<file path="config.mk">
export PLATFORM = sky130hd
export DESIGN_NAME = apf_top
export DESIGN_NICKNAME = d
export VERILOG_FILES = /design/src/hw/apf_pkg.sv /design/src/hw/apf_sync.sv /design/src/hw/apf_olc.sv /design/src/hw/apf_top.sv
export SDC_FILE = /design/constraint.sdc
export NUM_CORES = 1
export LEC_CHECK = 0
export BUFFER_PORTS_ARGS = -buffer_cell sky130_fd_sc_hd__buf_4
export CORE_MARGIN = 2
export CORE_UTILIZATION = 51
export DETAILED_ROUTE_END_ITERATION = 8
export MAX_ROUTING_LAYER = met4
export PLACE_DENSITY_LB_ADDON = 0.08
export SYNTH_ARGS = -nofsm -noshare
export SYNTH_HDL_FRONTEND = slang
export SYNTH_SLANG_ARGS = --single-unit
</file>
<file path="constraint.sdc">
create_clock -name clk_i -period 1.6 [get_ports clk_i]
set_input_delay 0.4 -clock clk_i [delete_from_list [all_inputs] [get_ports clk_i]]
set_output_delay 0.4 -clock clk_i [all_outputs]
set_load 0.02 [all_outputs]
</file>
<file path="src/hw/apf_pkg.sv">
/*
 package for the amplifier protection and fault logic: configurations,
 threshold-select decoding, half-bridge masks and timing constants.
 assumes the threshold setting arrives as a 4-bit resistor-range code.
*/
package apf_pkg;
  localparam int unsigned APF_NUM_HB = 4;
  localparam int unsigned APF_HB_A = 0;
  localparam int unsigned APF_HB_B = 1;
  localparam int unsigned APF_HB_C = 2;
  localparam int unsigned APF_HB_D = 3;
  localparam logic [3:0] APF_MASK_AB = 4'h3;
  localparam logic [3:0] APF_MASK_AD = 4'h9;
  localparam logic [3:0] APF_MASK_CD = 4'hc;
  localparam logic [3:0] APF_MASK_ALL = 4'hf;
  localparam logic [3:0] APF_MASK_NONE = 4'h0;
  localparam int unsigned APF_OLC_WIDTH = 6;
  localparam int unsigned APF_OLC_MAX = 63;
  localparam int unsigned APF_WARN_DEG_C = 125;
  localparam int unsigned APF_SEL_WIDTH = 4;
  localparam logic [1:0] APF_LEVEL_MIN = 2'h3;

  typedef enum logic [1:0] {
    APF_CFG_BRIDGE_TIED,
    APF_CFG_PARALLEL_BRIDGE,
    APF_CFG_SINGLE_ENDED,
    APF_CFG_RESERVED
  } apf_cfg_e;

  // threshold_select codes: resistor steps 22k,24k,27k,30k,47k,51k,56k,64k
  typedef enum logic [3:0] {
    APF_SEL_22K = 4'h0,
    APF_SEL_24K = 4'h1,
    APF_SEL_27K = 4'h2,
    APF_SEL_30K = 4'h3,
    APF_SEL_47K = 4'h4,
    APF_SEL_51K = 4'h5,
    APF_SEL_56K = 4'h6,
    APF_SEL_64K = 4'h7
  } apf_sel_e;

  typedef struct packed {
    logic cycle_mode;
    logic [1:0] level;
  } apf_oc_cfg_s;

  typedef struct packed {
    logic [3:0] overcurrent;
    logic [3:0] local_error;
    logic [3:0] boot_uv;
    logic undervoltage;
    logic over_warn;
    logic over_shutdown;
  } apf_det_s;

  function automatic apf_oc_cfg_s apf_decode_sel(input logic [3:0] sel);
    apf_oc_cfg_s r;
    r.cycle_mode = 1'b0;
    r.level = APF_LEVEL_MIN;
    if (sel <= 4'h7) begin
      r.cycle_mode = ~sel[2];
      r.level = sel[1:0];
    end
    return r;
  endfunction

  function automatic logic [3:0] apf_map_error(input logic [1:0] cfg, input logic [3:0] err);
    logic [3:0] m;
    m = APF_MASK_NONE;
    unique case (cfg)
      APF_CFG_BRIDGE_TIED: begin
        if (err[APF_HB_A]) m = m | APF_MASK_AB;
        if (err[APF_HB_B]) m = m | APF_MASK_AD;
        if (err[APF_HB_C] | err[APF_HB_D]) m = m | APF_MASK_CD;
      end
      APF_CFG_PARALLEL_BRIDGE: begin
        if (|err) m = APF_MASK_ALL;
      end
      default: begin
        if (err[APF_HB_A] | err[APF_HB_B]) m = m | APF_MASK_AB;
        if (err[APF_HB_C] | err[APF_HB_D]) m = m | APF_MASK_CD;
      end
    endcase
    return m;
  endfunction
endpackage

</file>
<file path="src/hw/apf_sync.sv">
/*
 two-flop synchroniser bank for asynchronous detector inputs.
 assumes inputs are levels held for at least two clocks.
*/
`timescale 1ns/1ps
module apf_sync import apf_pkg::*; #(
  parameter int unsigned WIDTH = 8
) (
  input wire logic clk_i,
  input wire logic rstn_i,
  input wire logic [WIDTH-1:0] async_i,
  input wire logic [WIDTH-1:0] rst_val_i,
  output logic [WIDTH-1:0] sync_o
);
  logic [WIDTH-1:0] meta_r;
  logic [WIDTH-1:0] meta_nxt;
  logic [WIDTH-1:0] sync_r;
  logic [WIDTH-1:0] sync_nxt;

  // reset value comes in as a constant tie from the parent
  always_comb begin
    meta_nxt = async_i;
    sync_nxt = meta_r;
  end

  always_ff @(posedge clk_i) begin
    if (!rstn_i) begin
      meta_r <= rst_val_i;
      sync_r <= rst_val_i;
    end else begin
      meta_r <= meta_nxt;
      sync_r <= sync_nxt;
    end
  end

  assign sync_o = sync_r;
endmodule // apf_sync

</file>
<file path="src/hw/apf_olc.sv">
/*
 per half-bridge overload counter for cycle-by-cycle limiting.
 assumes frame_i is a one-cycle pulse at each pwm frame start.
*/
`timescale 1ns/1ps
module apf_olc import apf_pkg::*; #(
  parameter int unsigned WIDTH = APF_OLC_WIDTH,
  parameter int unsigned MAX = APF_OLC_MAX
) (
  input wire logic clk_i,
  input wire logic rstn_i,
  input wire logic enable_i,
  input wire logic oc_event_i,
  input wire logic frame_i,
  output logic at_max_o
);
  logic [WIDTH-1:0] cnt_r;
  logic [WIDTH-1:0] cnt_nxt;
  logic seen_r;
  logic seen_nxt;

  always_comb begin
    cnt_nxt = cnt_r;
    seen_nxt = seen_r;
    if (enable_i && oc_event_i && cnt_r != WIDTH'(MAX)) begin
      cnt_nxt = cnt_r + WIDTH'(1);
    end
    if (enable_i && oc_event_i) begin
      seen_nxt = 1'b1;
    end
    if (frame_i) begin
      // an event on the frame edge belongs to the new frame, so set wins
      seen_nxt = enable_i && oc_event_i;
      if (!seen_r && !oc_event_i && cnt_r != '0) begin
        cnt_nxt = cnt_r - WIDTH'(1);
      end
    end
  end

  always_ff @(posedge clk_i) begin
    if (!rstn_i) begin
      cnt_r <= '0;
      seen_r <= 1'b0;
    end else begin
      cnt_r <= cnt_nxt;
      seen_r <= seen_nxt;
    end
  end

  assign at_max_o = (cnt_r == WIDTH'(MAX));

  a_cnt_bounded: assert property (@(posedge clk_i) disable iff (!rstn_i)
    cnt_r <= WIDTH'(MAX))
    else $error("overload count above max");
  a_cnt_step: assert property (@(posedge clk_i) disable iff (!rstn_i)
    (enable_i && oc_event_i && !frame_i && !at_max_o) |=> cnt_r == $past(cnt_r) + WIDTH'(1))
    else $error("overload count did not step");
  a_cnt_down: assert property (@(posedge clk_i) disable iff (!rstn_i)
    (frame_i && !seen_r && !oc_event_i && cnt_r != '0) |=> cnt_r == $past(cnt_r) - WIDTH'(1))
    else $error("overload count did not drop");
  a_cnt_floor: assert property (@(posedge clk_i) disable iff (!rstn_i)
    (frame_i && !seen_r && !oc_event_i && cnt_r == '0) |=> cnt_r == '0)
    else $error("overload count went below zero");
endmodule // apf_olc

</file>
<file path="src/hw/apf_top.sv">
/*
 protection and fault logic for a four half-bridge class-d power stage.
 assumes analog comparators give levels on pins, frame pulse is on clk_i.
*/
`timescale 1ns/1ps
module apf_top import apf_pkg::*; #(
  parameter int unsigned OLC_WIDTH = APF_OLC_WIDTH,
  parameter int unsigned OLC_MAX = APF_OLC_MAX
) (
  input wire logic clk_i,
  input wire logic rstn_i,
  input wire logic frame_i,
  input wire logic [1:0] config_i,
  input wire logic [APF_SEL_WIDTH-1:0] threshold_select_i,
  input wire logic [3:0] overcurrent_i,
  input wire logic [3:0] local_error_i,
  input wire logic [3:0] boot_uv_i,
  input wire logic undervoltage_lockout_i,
  input wire logic over_warn_i,
  input wire logic thermal_shutdown_i,
  output logic [3:0] hb_hiz_o,
  output logic [3:0] hb_flip_o,
  output logic [3:0] hb_high_off_o,
  output logic [1:0] oc_level_o,
  output logic cycle_current_limit_o,
  output logic fault_n_o,
  output logic fault_n_oe_o,
  output logic temp_warning_n_o,
  output logic temp_warning_n_oe_o
);
  localparam int unsigned DET_W = $bits(apf_det_s);
  localparam int unsigned STRAP_W = 2 + APF_SEL_WIDTH;

  apf_det_s det_raw;
  apf_det_s det;
  apf_oc_cfg_s oc_cfg;
  logic [3:0] olc_max;
  logic [3:0] oc_latch_set;
  logic [3:0] err_mask;
  logic [3:0] latched_mask;
  logic global_fault;
  logic any_shutdown;
  logic [STRAP_W-1:0] strap_sync;
  logic [1:0] out_cfg;
  logic [APF_SEL_WIDTH-1:0] sel_sync;

  logic [3:0] hb_latch_r;
  logic [3:0] hb_latch_nxt;
  logic therm_latch_r;
  logic therm_latch_nxt;
  logic [3:0] flip_r;
  logic [3:0] flip_nxt;
  logic [3:0] hiz_r;
  logic [3:0] hiz_nxt;
  logic [3:0] high_off_r;
  logic [3:0] high_off_nxt;
  logic fault_r;
  logic fault_nxt;
  logic warn_r;
  logic warn_nxt;
  apf_oc_cfg_s cfg_r;
  apf_oc_cfg_s cfg_nxt;

  assign det_raw.overcurrent = overcurrent_i;
  assign det_raw.local_error = local_error_i;
  assign det_raw.boot_uv = boot_uv_i;
  assign det_raw.undervoltage = undervoltage_lockout_i;
  assign det_raw.over_warn = over_warn_i;
  assign det_raw.over_shutdown = thermal_shutdown_i;

  // comparator outputs are asynchronous to the pwm clock
  apf_sync #(
    .WIDTH(DET_W)
  ) u_sync (
    .clk_i(clk_i),
    .rstn_i(rstn_i),
    .async_i(det_raw),
    .rst_val_i({DET_W{1'b0}}),
    .sync_o(det)
  );

  // straps are static in use; syncing keeps a live change from tearing the decode
  // reset value decodes to latched mode at level 0, same as cfg_r in reset
  apf_sync #(
    .WIDTH(STRAP_W)
  ) u_strap_sync (
    .clk_i(clk_i),
    .rstn_i(rstn_i),
    .async_i({config_i, threshold_select_i}),
    .rst_val_i({APF_CFG_BRIDGE_TIED, APF_SEL_47K}),
    .sync_o(strap_sync)
  );

  assign out_cfg = strap_sync[STRAP_W-1:APF_SEL_WIDTH];
  assign sel_sync = strap_sync[APF_SEL_WIDTH-1:0];
  assign oc_cfg = apf_decode_sel(sel_sync);

  genvar g;
  generate
    for (g = 0; g < APF_NUM_HB; g++) begin : g_olc
      apf_olc #(
        .WIDTH(OLC_WIDTH),
        .MAX(OLC_MAX)
      ) u_olc (
        .clk_i(clk_i),
        .rstn_i(rstn_i),
        .enable_i(cfg_r.cycle_mode),
        .oc_event_i(det.overcurrent[g]),
        .frame_i(frame_i),
        .at_max_o(olc_max[g])
      );
    end
  endgenerate

  // latched mode trips on first event, limiting mode when counter saturates
  always_comb begin
    oc_latch_set = cfg_r.cycle_mode ? olc_max : det.overcurrent;
  end

  always_comb begin
    cfg_nxt = oc_cfg;
    therm_latch_nxt = therm_latch_r | det.over_shutdown;
    hb_latch_nxt = hb_latch_r | oc_latch_set;
    global_fault = therm_latch_r | det.over_shutdown | det.undervoltage;
    // channel faults spread per output configuration
    latched_mask = apf_map_error(out_cfg, hb_latch_nxt);
    err_mask = apf_map_error(out_cfg, det.local_error) | latched_mask;
    any_shutdown = global_fault | (|err_mask);
    hiz_nxt = global_fault ? APF_MASK_ALL : err_mask;
    // bootstrap loss only turns off that high side, outside the mask
    high_off_nxt = det.boot_uv;
    flip_nxt = flip_r;
    if (cfg_r.cycle_mode) begin
      flip_nxt = flip_r | det.overcurrent;
    end
    if (frame_i) begin
      flip_nxt = cfg_r.cycle_mode ? det.overcurrent : APF_MASK_NONE;
    end
    fault_nxt = any_shutdown;
    warn_nxt = det.over_warn;
  end

  always_ff @(posedge clk_i) begin
    if (!rstn_i) begin
      hb_latch_r <= APF_MASK_NONE;
      therm_latch_r <= 1'b0;
      flip_r <= APF_MASK_NONE;
      hiz_r <= APF_MASK_NONE;
      high_off_r <= APF_MASK_NONE;
      fault_r <= 1'b0;
      warn_r <= 1'b0;
      cfg_r <= '0;
    end else begin
      hb_latch_r <= hb_latch_nxt;
      therm_latch_r <= therm_latch_nxt;
      flip_r <= flip_nxt;
      hiz_r <= hiz_nxt;
      high_off_r <= high_off_nxt;
      fault_r <= fault_nxt;
      warn_r <= warn_nxt;
      cfg_r <= cfg_nxt;
    end
  end

  assign hb_hiz_o = hiz_r;
  assign hb_flip_o = flip_r;
  assign hb_high_off_o = high_off_r;
  assign oc_level_o = cfg_r.level;
  assign cycle_current_limit_o = cfg_r.cycle_mode;
  // open drain: level always 0, enable pulls the line
  assign fault_n_o = 1'b0;
  assign fault_n_oe_o = fault_r;
  assign temp_warning_n_o = 1'b0;
  assign temp_warning_n_oe_o = warn_r;

  // global faults and reset
  a_fault_reset: assert property (@(posedge clk_i)
    !rstn_i |=> !fault_n_oe_o)
    else $error("fault pulled during reset");
  a_uv_hiz: assert property (@(posedge clk_i) disable iff (!rstn_i)
    det.undervoltage |=> hb_hiz_o == APF_MASK_ALL && fault_n_oe_o)
    else $error("undervoltage not shut down");
  a_therm_latch: assert property (@(posedge clk_i) disable iff (!rstn_i)
    det.over_shutdown |=> ##1 fault_n_oe_o [*3])
    else $error("thermal shutdown not latched");
  a_therm_hiz: assert property (@(posedge clk_i) disable iff (!rstn_i)
    det.over_shutdown |=> hb_hiz_o == APF_MASK_ALL && fault_n_oe_o)
    else $error("thermal shutdown not applied");
  a_therm_hold: assert property (@(posedge clk_i) disable iff (!rstn_i)
    therm_latch_r |=> hb_hiz_o == APF_MASK_ALL && fault_n_oe_o)
    else $error("thermal latch released early");

  // overcurrent handling
  a_latched_oc: assert property (@(posedge clk_i) disable iff (!rstn_i)
    (!cfg_r.cycle_mode && det.overcurrent[0] && out_cfg == APF_CFG_BRIDGE_TIED)
    |=> hb_hiz_o[0] && hb_hiz_o[1])
    else $error("latched overcurrent not applied");
  a_latched_first: assert property (@(posedge clk_i) disable iff (!rstn_i)
    (!cfg_r.cycle_mode && det.overcurrent != 4'h0)
    |=> (hb_latch_r & $past(det.overcurrent)) == $past(det.overcurrent))
    else $error("first overcurrent not latched");
  a_olc_trip: assert property (@(posedge clk_i) disable iff (!rstn_i)
    (cfg_r.cycle_mode && olc_max != 4'h0) |=> (hb_latch_r & $past(olc_max)) == $past(olc_max))
    else $error("overload maximum not latched");
  a_latch_hold: assert property (@(posedge clk_i) disable iff (!rstn_i)
    (hb_latch_r != 4'h0) |=> hb_hiz_o != 4'h0 && fault_n_oe_o)
    else $error("latched channel released");
  a_flip_set: assert property (@(posedge clk_i) disable iff (!rstn_i)
    (cfg_r.cycle_mode && det.overcurrent != 4'h0)
    |=> (hb_flip_o & $past(det.overcurrent)) == $past(det.overcurrent))
    else $error("flip not set");
  a_flip_clear: assert property (@(posedge clk_i) disable iff (!rstn_i)
    (frame_i && det.overcurrent == 4'h0) |=> hb_flip_o == 4'h0)
    else $error("flip not cleared");

  // warning, bootstrap and mapping
  a_warn_follow: assert property (@(posedge clk_i) disable iff (!rstn_i)
    det.over_warn |=> temp_warning_n_oe_o)
    else $error("warning not driven");
  a_warn_clear: assert property (@(posedge clk_i) disable iff (!rstn_i)
    !det.over_warn |=> !temp_warning_n_oe_o)
    else $error("warning without cause");
  a_boot_local: assert property (@(posedge clk_i) disable iff (!rstn_i)
    (det.boot_uv != 4'h0 && !any_shutdown) |=> hb_high_off_o == $past(det.boot_uv) && !fault_n_oe_o)
    else $error("bootstrap undervoltage misreported");
  a_parallel_all: assert property (@(posedge clk_i) disable iff (!rstn_i)
    (out_cfg == APF_CFG_PARALLEL_BRIDGE && det.local_error != 4'h0) |=> hb_hiz_o == APF_MASK_ALL)
    else $error("parallel mapping wrong");
  a_local_recover: assert property (@(posedge clk_i) disable iff (!rstn_i)
    (!global_fault && det.local_error == 4'h0 && latched_mask == 4'h0) |=> hb_hiz_o == 4'h0)
    else $error("local fault did not recover");

  // threshold select and fault reporting
  a_sel_limit: assert property (@(posedge clk_i) disable iff (!rstn_i)
    (sel_sync == APF_SEL_24K) |=> cycle_current_limit_o && oc_level_o == 2'h1)
    else $error("limiting select decoded wrong");
  a_sel_latched: assert property (@(posedge clk_i) disable iff (!rstn_i)
    (sel_sync == APF_SEL_56K) |=> !cycle_current_limit_o && oc_level_o == 2'h2)
    else $error("latched select decoded wrong");
  a_bad_select: assert property (@(posedge clk_i) disable iff (!rstn_i)
    sel_sync > 4'h7 |=> oc_level_o == APF_LEVEL_MIN && !cycle_current_limit_o)
    else $error("invalid select not at minimum");
  a_fault_code: assert property (@(posedge clk_i) disable iff (!rstn_i)
    (!global_fault && err_mask == 4'h0) |=> !fault_n_oe_o)
    else $error("fault without cause");
  a_fault_any: assert property (@(posedge clk_i) disable iff (!rstn_i)
    any_shutdown |=> fault_n_oe_o)
    else $error("shutdown without fault");

  c_uv: cover property (@(posedge clk_i) disable iff (!rstn_i) det.undervoltage ##1 !det.undervoltage);
  c_olc_trip: cover property (@(posedge clk_i) disable iff (!rstn_i) cfg_r.cycle_mode && |olc_max);
  c_therm: cover property (@(posedge clk_i) disable iff (!rstn_i) therm_latch_r);
  c_flip: cover property (@(posedge clk_i) disable iff (!rstn_i) |hb_flip_o);
  c_latched: cover property (@(posedge clk_i) disable iff (!rstn_i) !cfg_r.cycle_mode && |hb_latch_r);
endmodule // apf_top

</file>
=== Word-level counts from Yosys, hierarchy flattened ===
Cells that the tools add are included.

* Output and inout bits: 19
* Flip-flop bits (word level): 92
* Logic and storage cells: 128

* $lt $le $gt $ge: 1
* Reduce and logical (&&, ||, !) cells: 38
* Bitwise gates (word level): 11
* Equality and inequality tests: 9
* $add $sub $neg: 8
* Multiplexer cells: 40

{| class="wikitable"
|+ Operators with widths
! kind !! count
|-
| two-way mux 6 bit || 12
|-
| two-way mux 4 bit || 13
|-
| adder 6 x 1 -> 6 bit, second input constant || 4
|-
| equality test 6 bit, second input constant || 4
|-
| inequality test 6 bit, second input constant || 4
|-
| nonzero test 6 bit || 4
|-
| subtractor 6 x 1 -> 6 bit, second input constant || 4
|-
| logical AND 1 bit || 16
|-
| case mux 4 bit (2 select lines) || 2
|-
| bitwise OR 4 bit || 3
|-
| OR reduction 4 bit || 3
|-
| two-way mux 2 bit || 5
|-
| nonzero test 2 bit || 5
|-
| logical NOT 1 bit || 8
|-
| two-way mux 1 bit || 8
|-
| bitwise OR 1 bit || 7
|-
| <= comparator 4 x 3 -> 1 bit, second input constant || 1
|-
| equality test 2 x 1 -> 1 bit, second input constant || 1
|-
| logical NOT 2 bit || 1
|-
| AND reduction 2 bit || 1
|-
| inverter 1 bit || 1
|}

=== Logic depth before layout (Yosys ltp) ===
* Word-level depth: 10
* Depth in mapped cells: 7
* Gate-level depth less buffers: 7

=== Hierarchy ===
A second synthesis with hierarchy kept.

* Cells, all modules: 388
* Area, all modules: 4,205.3 µm²

{| class="wikitable"
|+ Modules (own cells, without submodules)
! module !! area an instance (µm²) !! instances !! cells an instance
|-
| apf_olc (g_olc[0].u_olc ...) || 467.9 || 3 || 54
|-
| apf_sync (u_sync) || 1,084.8 || 1 || 63
|-
| apf_top || 808.3 || 1 || 83
|-
| apf_olc (g_olc[2].u_olc) || 484.2 || 1 || 55
|-
| apf_sync (u_strap_sync) || 424.2 || 1 || 25
|}

=== Worst setup path after synthesis ===
No wires, ideal clock.

* Path kind: flip-flop to flip-flop
* Start: register g_olc[1].u_olc.cnt_r[0]
* End: register g_olc[1].u_olc.cnt_r[5]
* Path buffers: 0
* Stages on the path, launching flop included: 7
* Path slack: -35 ps
* Library setup time: 132 ps
* Arrival time: 1,503 ps
* Clock period less this slack: 1,635 ps
* Cell sequence: dfxtp_1 -> ha_1 -> and3_1 -> a31o_2 -> nor4_1 -> o21a_1 -> nor3_1

* Cells in the longest elaborated chain, start to end: 5
* Elaborated cells between the ends (all ways): 9
* Those cells by class: add/sub (2); eq/ne (1); mux (3); reduce/logical (3)

{| class="wikitable"
|+ RTL lines
! item !! RTL line !! RTL
|-
| from (decl) || apf_olc.sv:17 || <nowiki>logic [WIDTH-1:0] cnt_r;</nowiki>
|-
| from (signal assigned) || apf_olc.sv:45 || <nowiki>cnt_r <= cnt_nxt;</nowiki>
|-
| parallel branches: the longest is 4 deep, another holds adder 6 x 1 -> 6 bit || n/a ||
|-
| two-way mux 6 bit * || apf_olc.sv:31 || <nowiki>if (frame_i) begin</nowiki>
|}

Every way passes the cells marked *.
A chain may end at the register's enable or synchronous reset.

=== Worst setup path in the final report ===
* Start: register cfg_r (netlist bit cycle_current_limit_o)
* End: register g_olc[2].u_olc.cnt_r[5]

* Cells in the longest elaborated chain, start to end: 5

{| class="wikitable"
|+ RTL lines
! item !! RTL line !! RTL
|-
| from (decl) || apf_top.sv:61 || <nowiki>apf_oc_cfg_s cfg_r;</nowiki>
|-
| from (signal assigned) || apf_top.sv:161 || <nowiki>cfg_r <= cfg_nxt;</nowiki>
|-
| logical AND 1 bit * (2 in series) || apf_olc.sv:25 || <nowiki>if (enable_i && oc_event_i && cnt_r != WIDTH'(MAX)) begin</nowiki>
|-
| two-way mux 6 bit * || apf_olc.sv:25 ||
|-
| two-way mux 6 bit || apf_olc.sv:34 || <nowiki>if (!seen_r && !oc_event_i && cnt_r != '0) begin</nowiki>
|-
| two-way mux 6 bit * || apf_olc.sv:31 ||
|-
| to (signal assigned) || apf_olc.sv:45 ||
|-
| to (decl) || apf_olc.sv:17 ||
|}

Every way passes the cells marked *; elsewhere a longest branch is shown, timed or not.

==> run_summary.xml <==
<?xml version="1.0" encoding="UTF-8"?>
<metrics>
  <group name="power_and_ir_drop">
    <metric name="sw_frac_of_total" unit="">0.326</metric>
    <metric name="power.net_switching" unit="uW">2170</metric>
    <metric name="peakVddDrop" unit="V">0.000803</metric>
    <metric name="clock_power_share" unit="">0.233</metric>
    <metric name="power.density" unit="nW/um^2">1440</metric>
    <metric name="p_leak" unit="uW">0.00191</metric>
    <metric name="p_seq_frac" unit="">0.442</metric>
    <metric name="relative_contribution_of_combinational_cells_to_total_power" unit="">0.325</metric>
    <metric name="internal_power" unit="uW">4480</metric>
  </group>
  <group name="grt">
    <metric name="met1_usage" unit="">0.243</metric>
    <metric name="grt_use_met2" unit="">0.288</metric>
    <metric name="antenna_found_initial" unit="">0</metric>
    <metric name="gr-max-usage-layer" unit="">met2</metric>
    <metric name="first_pass_grt_wire_length" unit="um">11100</metric>
    <metric name="first_global_vias" unit="">2529</metric>
    <metric name="gr-total-overflow" unit="">0</metric>
    <metric name="met3_track_demand_over_resource" unit="">0.0481</metric>
    <metric name="grt_util_all_layers" unit="">0.188</metric>
    <metric name="grt_max_degree" unit="">35</metric>
  </group>
  <group name="synth">
    <metric name="synth_enable_flop_cells" unit="">0</metric>
    <metric name="synth-warning-count" unit="">0</metric>
    <metric name="synthArstFlopShare" unit="">0</metric>
    <metric name="post_synth_most_frequent_cells" unit="">sky130_fd_sc_hd__dfxtp_1 (92), sky130_fd_sc_hd__and2_1 (45), sky130_fd_sc_hd__nor2_1 (29)</metric>
    <metric name="synthesis.area_per_instance" unit="um^2">9.50</metric>
    <metric name="synth-main-ff-cell" unit="">sky130_fd_sc_hd__dfxtp_1</metric>
    <metric name="synth_most_common_cell" unit="">sky130_fd_sc_hd__dfxtp_1</metric>
    <metric name="post_synth_num_cell_types" unit="">53</metric>
    <metric name="syn_inst" unit="">379</metric>
    <metric name="synthesis.area" unit="um^2">3600</metric>
    <metric name="postSynthRegisterBits" unit="">92</metric>
    <metric name="yosys.area.top_type" unit="">sky130_fd_sc_hd__dfxtp_1</metric>
    <metric name="synth_area_leaders" unit="">sky130_fd_sc_hd__dfxtp_1 (51%), sky130_fd_sc_hd__and2_1 (7.8%), sky130_fd_sc_hd__ha_1 (4.2%)</metric>
    <metric name="register_area_share_after_synthesis" unit="">0.512</metric>
    <metric name="proportion_of_netlist_area_held_by_the_largest_area_contributor" unit="">0.512</metric>
  </group>
  <group name="clock_tree">
    <metric name="cts_root_buffer" unit="">sky130_fd_sc_hd__clkbuf_8</metric>
    <metric name="cts_htree_levels" unit="">3</metric>
    <metric name="clock_sink_count" unit="">92</metric>
    <metric name="clk_latency" unit="ps">350</metric>
    <metric name="maximum_buffer_depth_of_the_clock_tree" unit="">2</metric>
    <metric name="tritoncts.num_buffers" unit="">9</metric>
    <metric name="cts-hold-fix-buffers" unit="">0</metric>
    <metric name="clock_edge_transition_at_the_registers_on_the_reported_setup_and_hold_paths" unit="ps">90</metric>
    <metric name="cts_tree" unit="">done</metric>
  </group>
  <group name="floorplanning">
    <metric name="placement_rows" unit="">30</metric>
    <metric name="floorplan.die_area" unit="um^2">7750</metric>
    <metric name="top_level_ports" unit="">43</metric>
    <metric name="initial_core_utilization" unit="">0.530</metric>
    <metric name="core_region_area" unit="um^2">6790</metric>
    <metric name="die_height" unit="um">88.0</metric>
    <metric name="die_width" unit="um">88.0</metric>
  </group>
  <group name="layout">
    <metric name="syn_to_final_growth" unit="%">27.9</metric>
    <metric name="fillCellCount" unit="">531</metric>
    <metric name="antenna-diode-count" unit="">0</metric>
    <metric name="final_core_util" unit="">0.678</metric>
    <metric name="design.final.nets" unit="">484</metric>
    <metric name="finish.instance_area" unit="um^2">4600</metric>
    <metric name="drive_above_1_share" unit="">0.308</metric>
  </group>
  <group name="worst_setup_path">
    <metric name="path_max_fanout" unit="">6</metric>
    <metric name="critPathTopFamily" unit="">compound AO/OA/AOI/OAI gates</metric>
    <metric name="required" unit="ps">1870</metric>
    <metric name="worst_path_largest_cell_delay" unit="ps">400</metric>
    <metric name="setup.worst_path.class" unit="">reg2reg</metric>
    <metric name="reg2reg_depth" unit="">6</metric>
    <metric name="timing.critical_path.from_type" unit="">flip-flop</metric>
    <metric name="critical_path.slowest_cell" unit="">sky130_fd_sc_hd__dfxtp_1</metric>
    <metric name="worstPathArrival" unit="ps">1840</metric>
    <metric name="worstPathBufferInverterCount" unit="">1</metric>
    <metric name="cells_traversed_along_the_worst_timing_path" unit="">buf_4 &gt; nand2_1 &gt; a31o_2 &gt; o22ai_1 &gt; o21ai_1 &gt; mux2i_1</metric>
    <metric name="worst-path-stages" unit="">6</metric>
    <metric name="worstSetupEndpointType" unit="">flip-flop</metric>
  </group>
  <group name="placement">
    <metric name="place_ws" unit="ps">-156</metric>
    <metric name="detailed_place.area" unit="um^2">4150</metric>
    <metric name="gp_routability_congestion" unit="">0.902</metric>
    <metric name="port_buffers" unit="">40</metric>
    <metric name="dp_hpwl" unit="um">4620</metric>
  </group>
  <group name="timing">
    <metric name="rsz0062_at_grt" unit="">true</metric>
    <metric name="maxClockFrequency" unit="MHz">636</metric>
    <metric name="finalCritPeriodShare" unit="">0.983</metric>
    <metric name="min_period" unit="ps">1570</metric>
    <metric name="hold_viol_final" unit="">0</metric>
    <metric name="final_critical_path_setup_slack" unit="ps">27.5</metric>
    <metric name="fin_worst_hold_slack" unit="ps">231</metric>
    <metric name="finalClockSkew" unit="ps">5.70</metric>
    <metric name="finalSetupTns" unit="ps">0</metric>
    <metric name="count_of_final_setup_violators" unit="">0</metric>
    <metric name="report.final.slew_viol_count" unit="">0</metric>
  </group>
  <group name="detailed_routing">
    <metric name="detail-route-antenna-nets" unit="">0</metric>
    <metric name="route.detailed.drc" unit="">0</metric>
    <metric name="dr_total_vias" unit="">2737</metric>
    <metric name="detailed_route_vias_per_instance" unit="">4.99</metric>
    <metric name="dr.pass1.iters" unit="">4</metric>
    <metric name="detail_route.wl_per_cell" unit="um">12.4</metric>
    <metric name="drt_wl_total" unit="um">6810</metric>
    <metric name="detailedRoute.firstIterationViolations" unit="">149</metric>
  </group>
  <group name="worst_hold_path">
    <metric name="hold_depth" unit="">2</metric>
    <metric name="worst_hold_path_type" unit="">in2reg</metric>
  </group>
  <group name="job">
    <metric name="max-cap-violations" unit="">0</metric>
  </group>
  <group name="outcome">
    <metric name="outcome" unit="">finished, final reports clean</metric>
  </group>
</metrics>
[registers in the layout, indices dropped and copies added (netlist names)]
name                   cells
g_olc.u_olc.seen_r         4
hb_high_off_o              4
hb_latch_r                 4
g_olc.u_olc.cnt_r         24
u_sync.meta_r             15
cycle_current_limit_o      1
oc_level_o                 2
u_sync.sync_o             15
therm_latch_r              1
hb_hiz_o                   4
fault_n_oe_o               1
u_strap_sync.meta_r        6
u_strap_sync.sync_o        6
hb_flip_o                  4
temp_warning_n_oe_o        1
[metal layers]
metal	share of wire	routed length, um
met3	0.040	273
met4	0.0091	62
met5	0	0
met2	0.47	3200
met1	0.48	3270
[kinds of logic (layout without fill, tap and decap cells)]
group,after synthesis,after routing,synth area share
adder cells (fa/ha/maj),12,12,0.0417
flip-flops,92,92,0.512
AO/OA/AOI/OAI,69,69,0.128
XOR/XNOR,13,13,0.0316
buffers and inverters,32,104,0.0358
AND/OR/NAND/NOR,156,156,0.238
other,1,2,0.00104
multiplexers,4,4,0.0118
[power by group through the flow]
stage | clock network [uW] | registers, uW | logic [uW]
6_report | 1550 | 2940 | 2160
5_1_grt | 1700 | 2990 | 2400
4_1_cts | 1600 | 2880 | 1830
3_5_place_dp | 0 | 2920 | 1800
3_3_place_gp | 0 | 2910 | 1750
2_1_floorplan | 0 | 2900 | 1320
[path summary, 6_finish.rpt]
path	from	to	slack, ps
max	cycle_current_limit_o	g_olc[2].u_olc.cnt_r[5]	30
min	threshold_select_i[2]	u_strap_sync.meta_r[2]	230
max reg2reg	cycle_current_limit_o	g_olc[2].u_olc.cnt_r[5]	30
min reg2reg	u_strap_sync.sync_o[2]	cycle_current_limit_o	390
[what timing repair did]
action                     4_1_cts  5_1_grt
pin swaps                        3       14
buffers inserted                 1        6
setup endpoints to repair       10       23
gates resized for setup          6       43
[worst reg2reg max path: stages (launching register included)]
cell                      delay (ps)
sky130_fd_sc_hd__dfxtp_1         400
sky130_fd_sc_hd__buf_4           170
sky130_fd_sc_hd__nand2_1          80
sky130_fd_sc_hd__a31o_2          270
sky130_fd_sc_hd__o22ai_1         270
sky130_fd_sc_hd__o21ai_1         130
sky130_fd_sc_hd__mux2i_1         180
[per-stage QoR]
stage | power, uW | instances
floorplan | 4210 | 380
global placement | 4660 | 526
detailed placement | 4710 | 526
CTS | 6310 | 542
global route | 7080 | 548
finish | 6650 | 548
[layout make-up]
type / instances / area (um^2) / share of cell area
clock inverter: 6 / 73.8 / 0.0160
timing repair buffer: 72 / 544 / 0.118
clock buffer: 9 / 124 / 0.0269
tap: 96 / 120 / 0.0261
sequential: 92 / 1860 / 0.404
multi-input combinational: 256 / 1820 / 0.395
inverter: 17 / 63.8 / 0.0139
[placed cells by master, fill, tap and decap left out, drive strengths merged, types with 3 or more instances in the layout]
| cell type | n |
|---|---|
| inv | 19 |
| nand3 | 9 |
| and3 | 4 |
| nor4 | 3 |
| a21oi | 26 |
| nand2b | 15 |
| o22ai | 10 |
| o21ai | 10 |
| o211ai | 3 |
| xnor2 | 11 |
| a211oi | 3 |
| nand2 | 22 |
| dfxtp | 92 |
| nand4 | 3 |
| clkbuf | 9 |
| buf | 72 |
| nor2 | 29 |
| and2 | 46 |
| ha | 12 |
| or3 | 8 |
| nor3 | 7 |
| nor3b | 3 |
(Power assumes the default switching activity.)
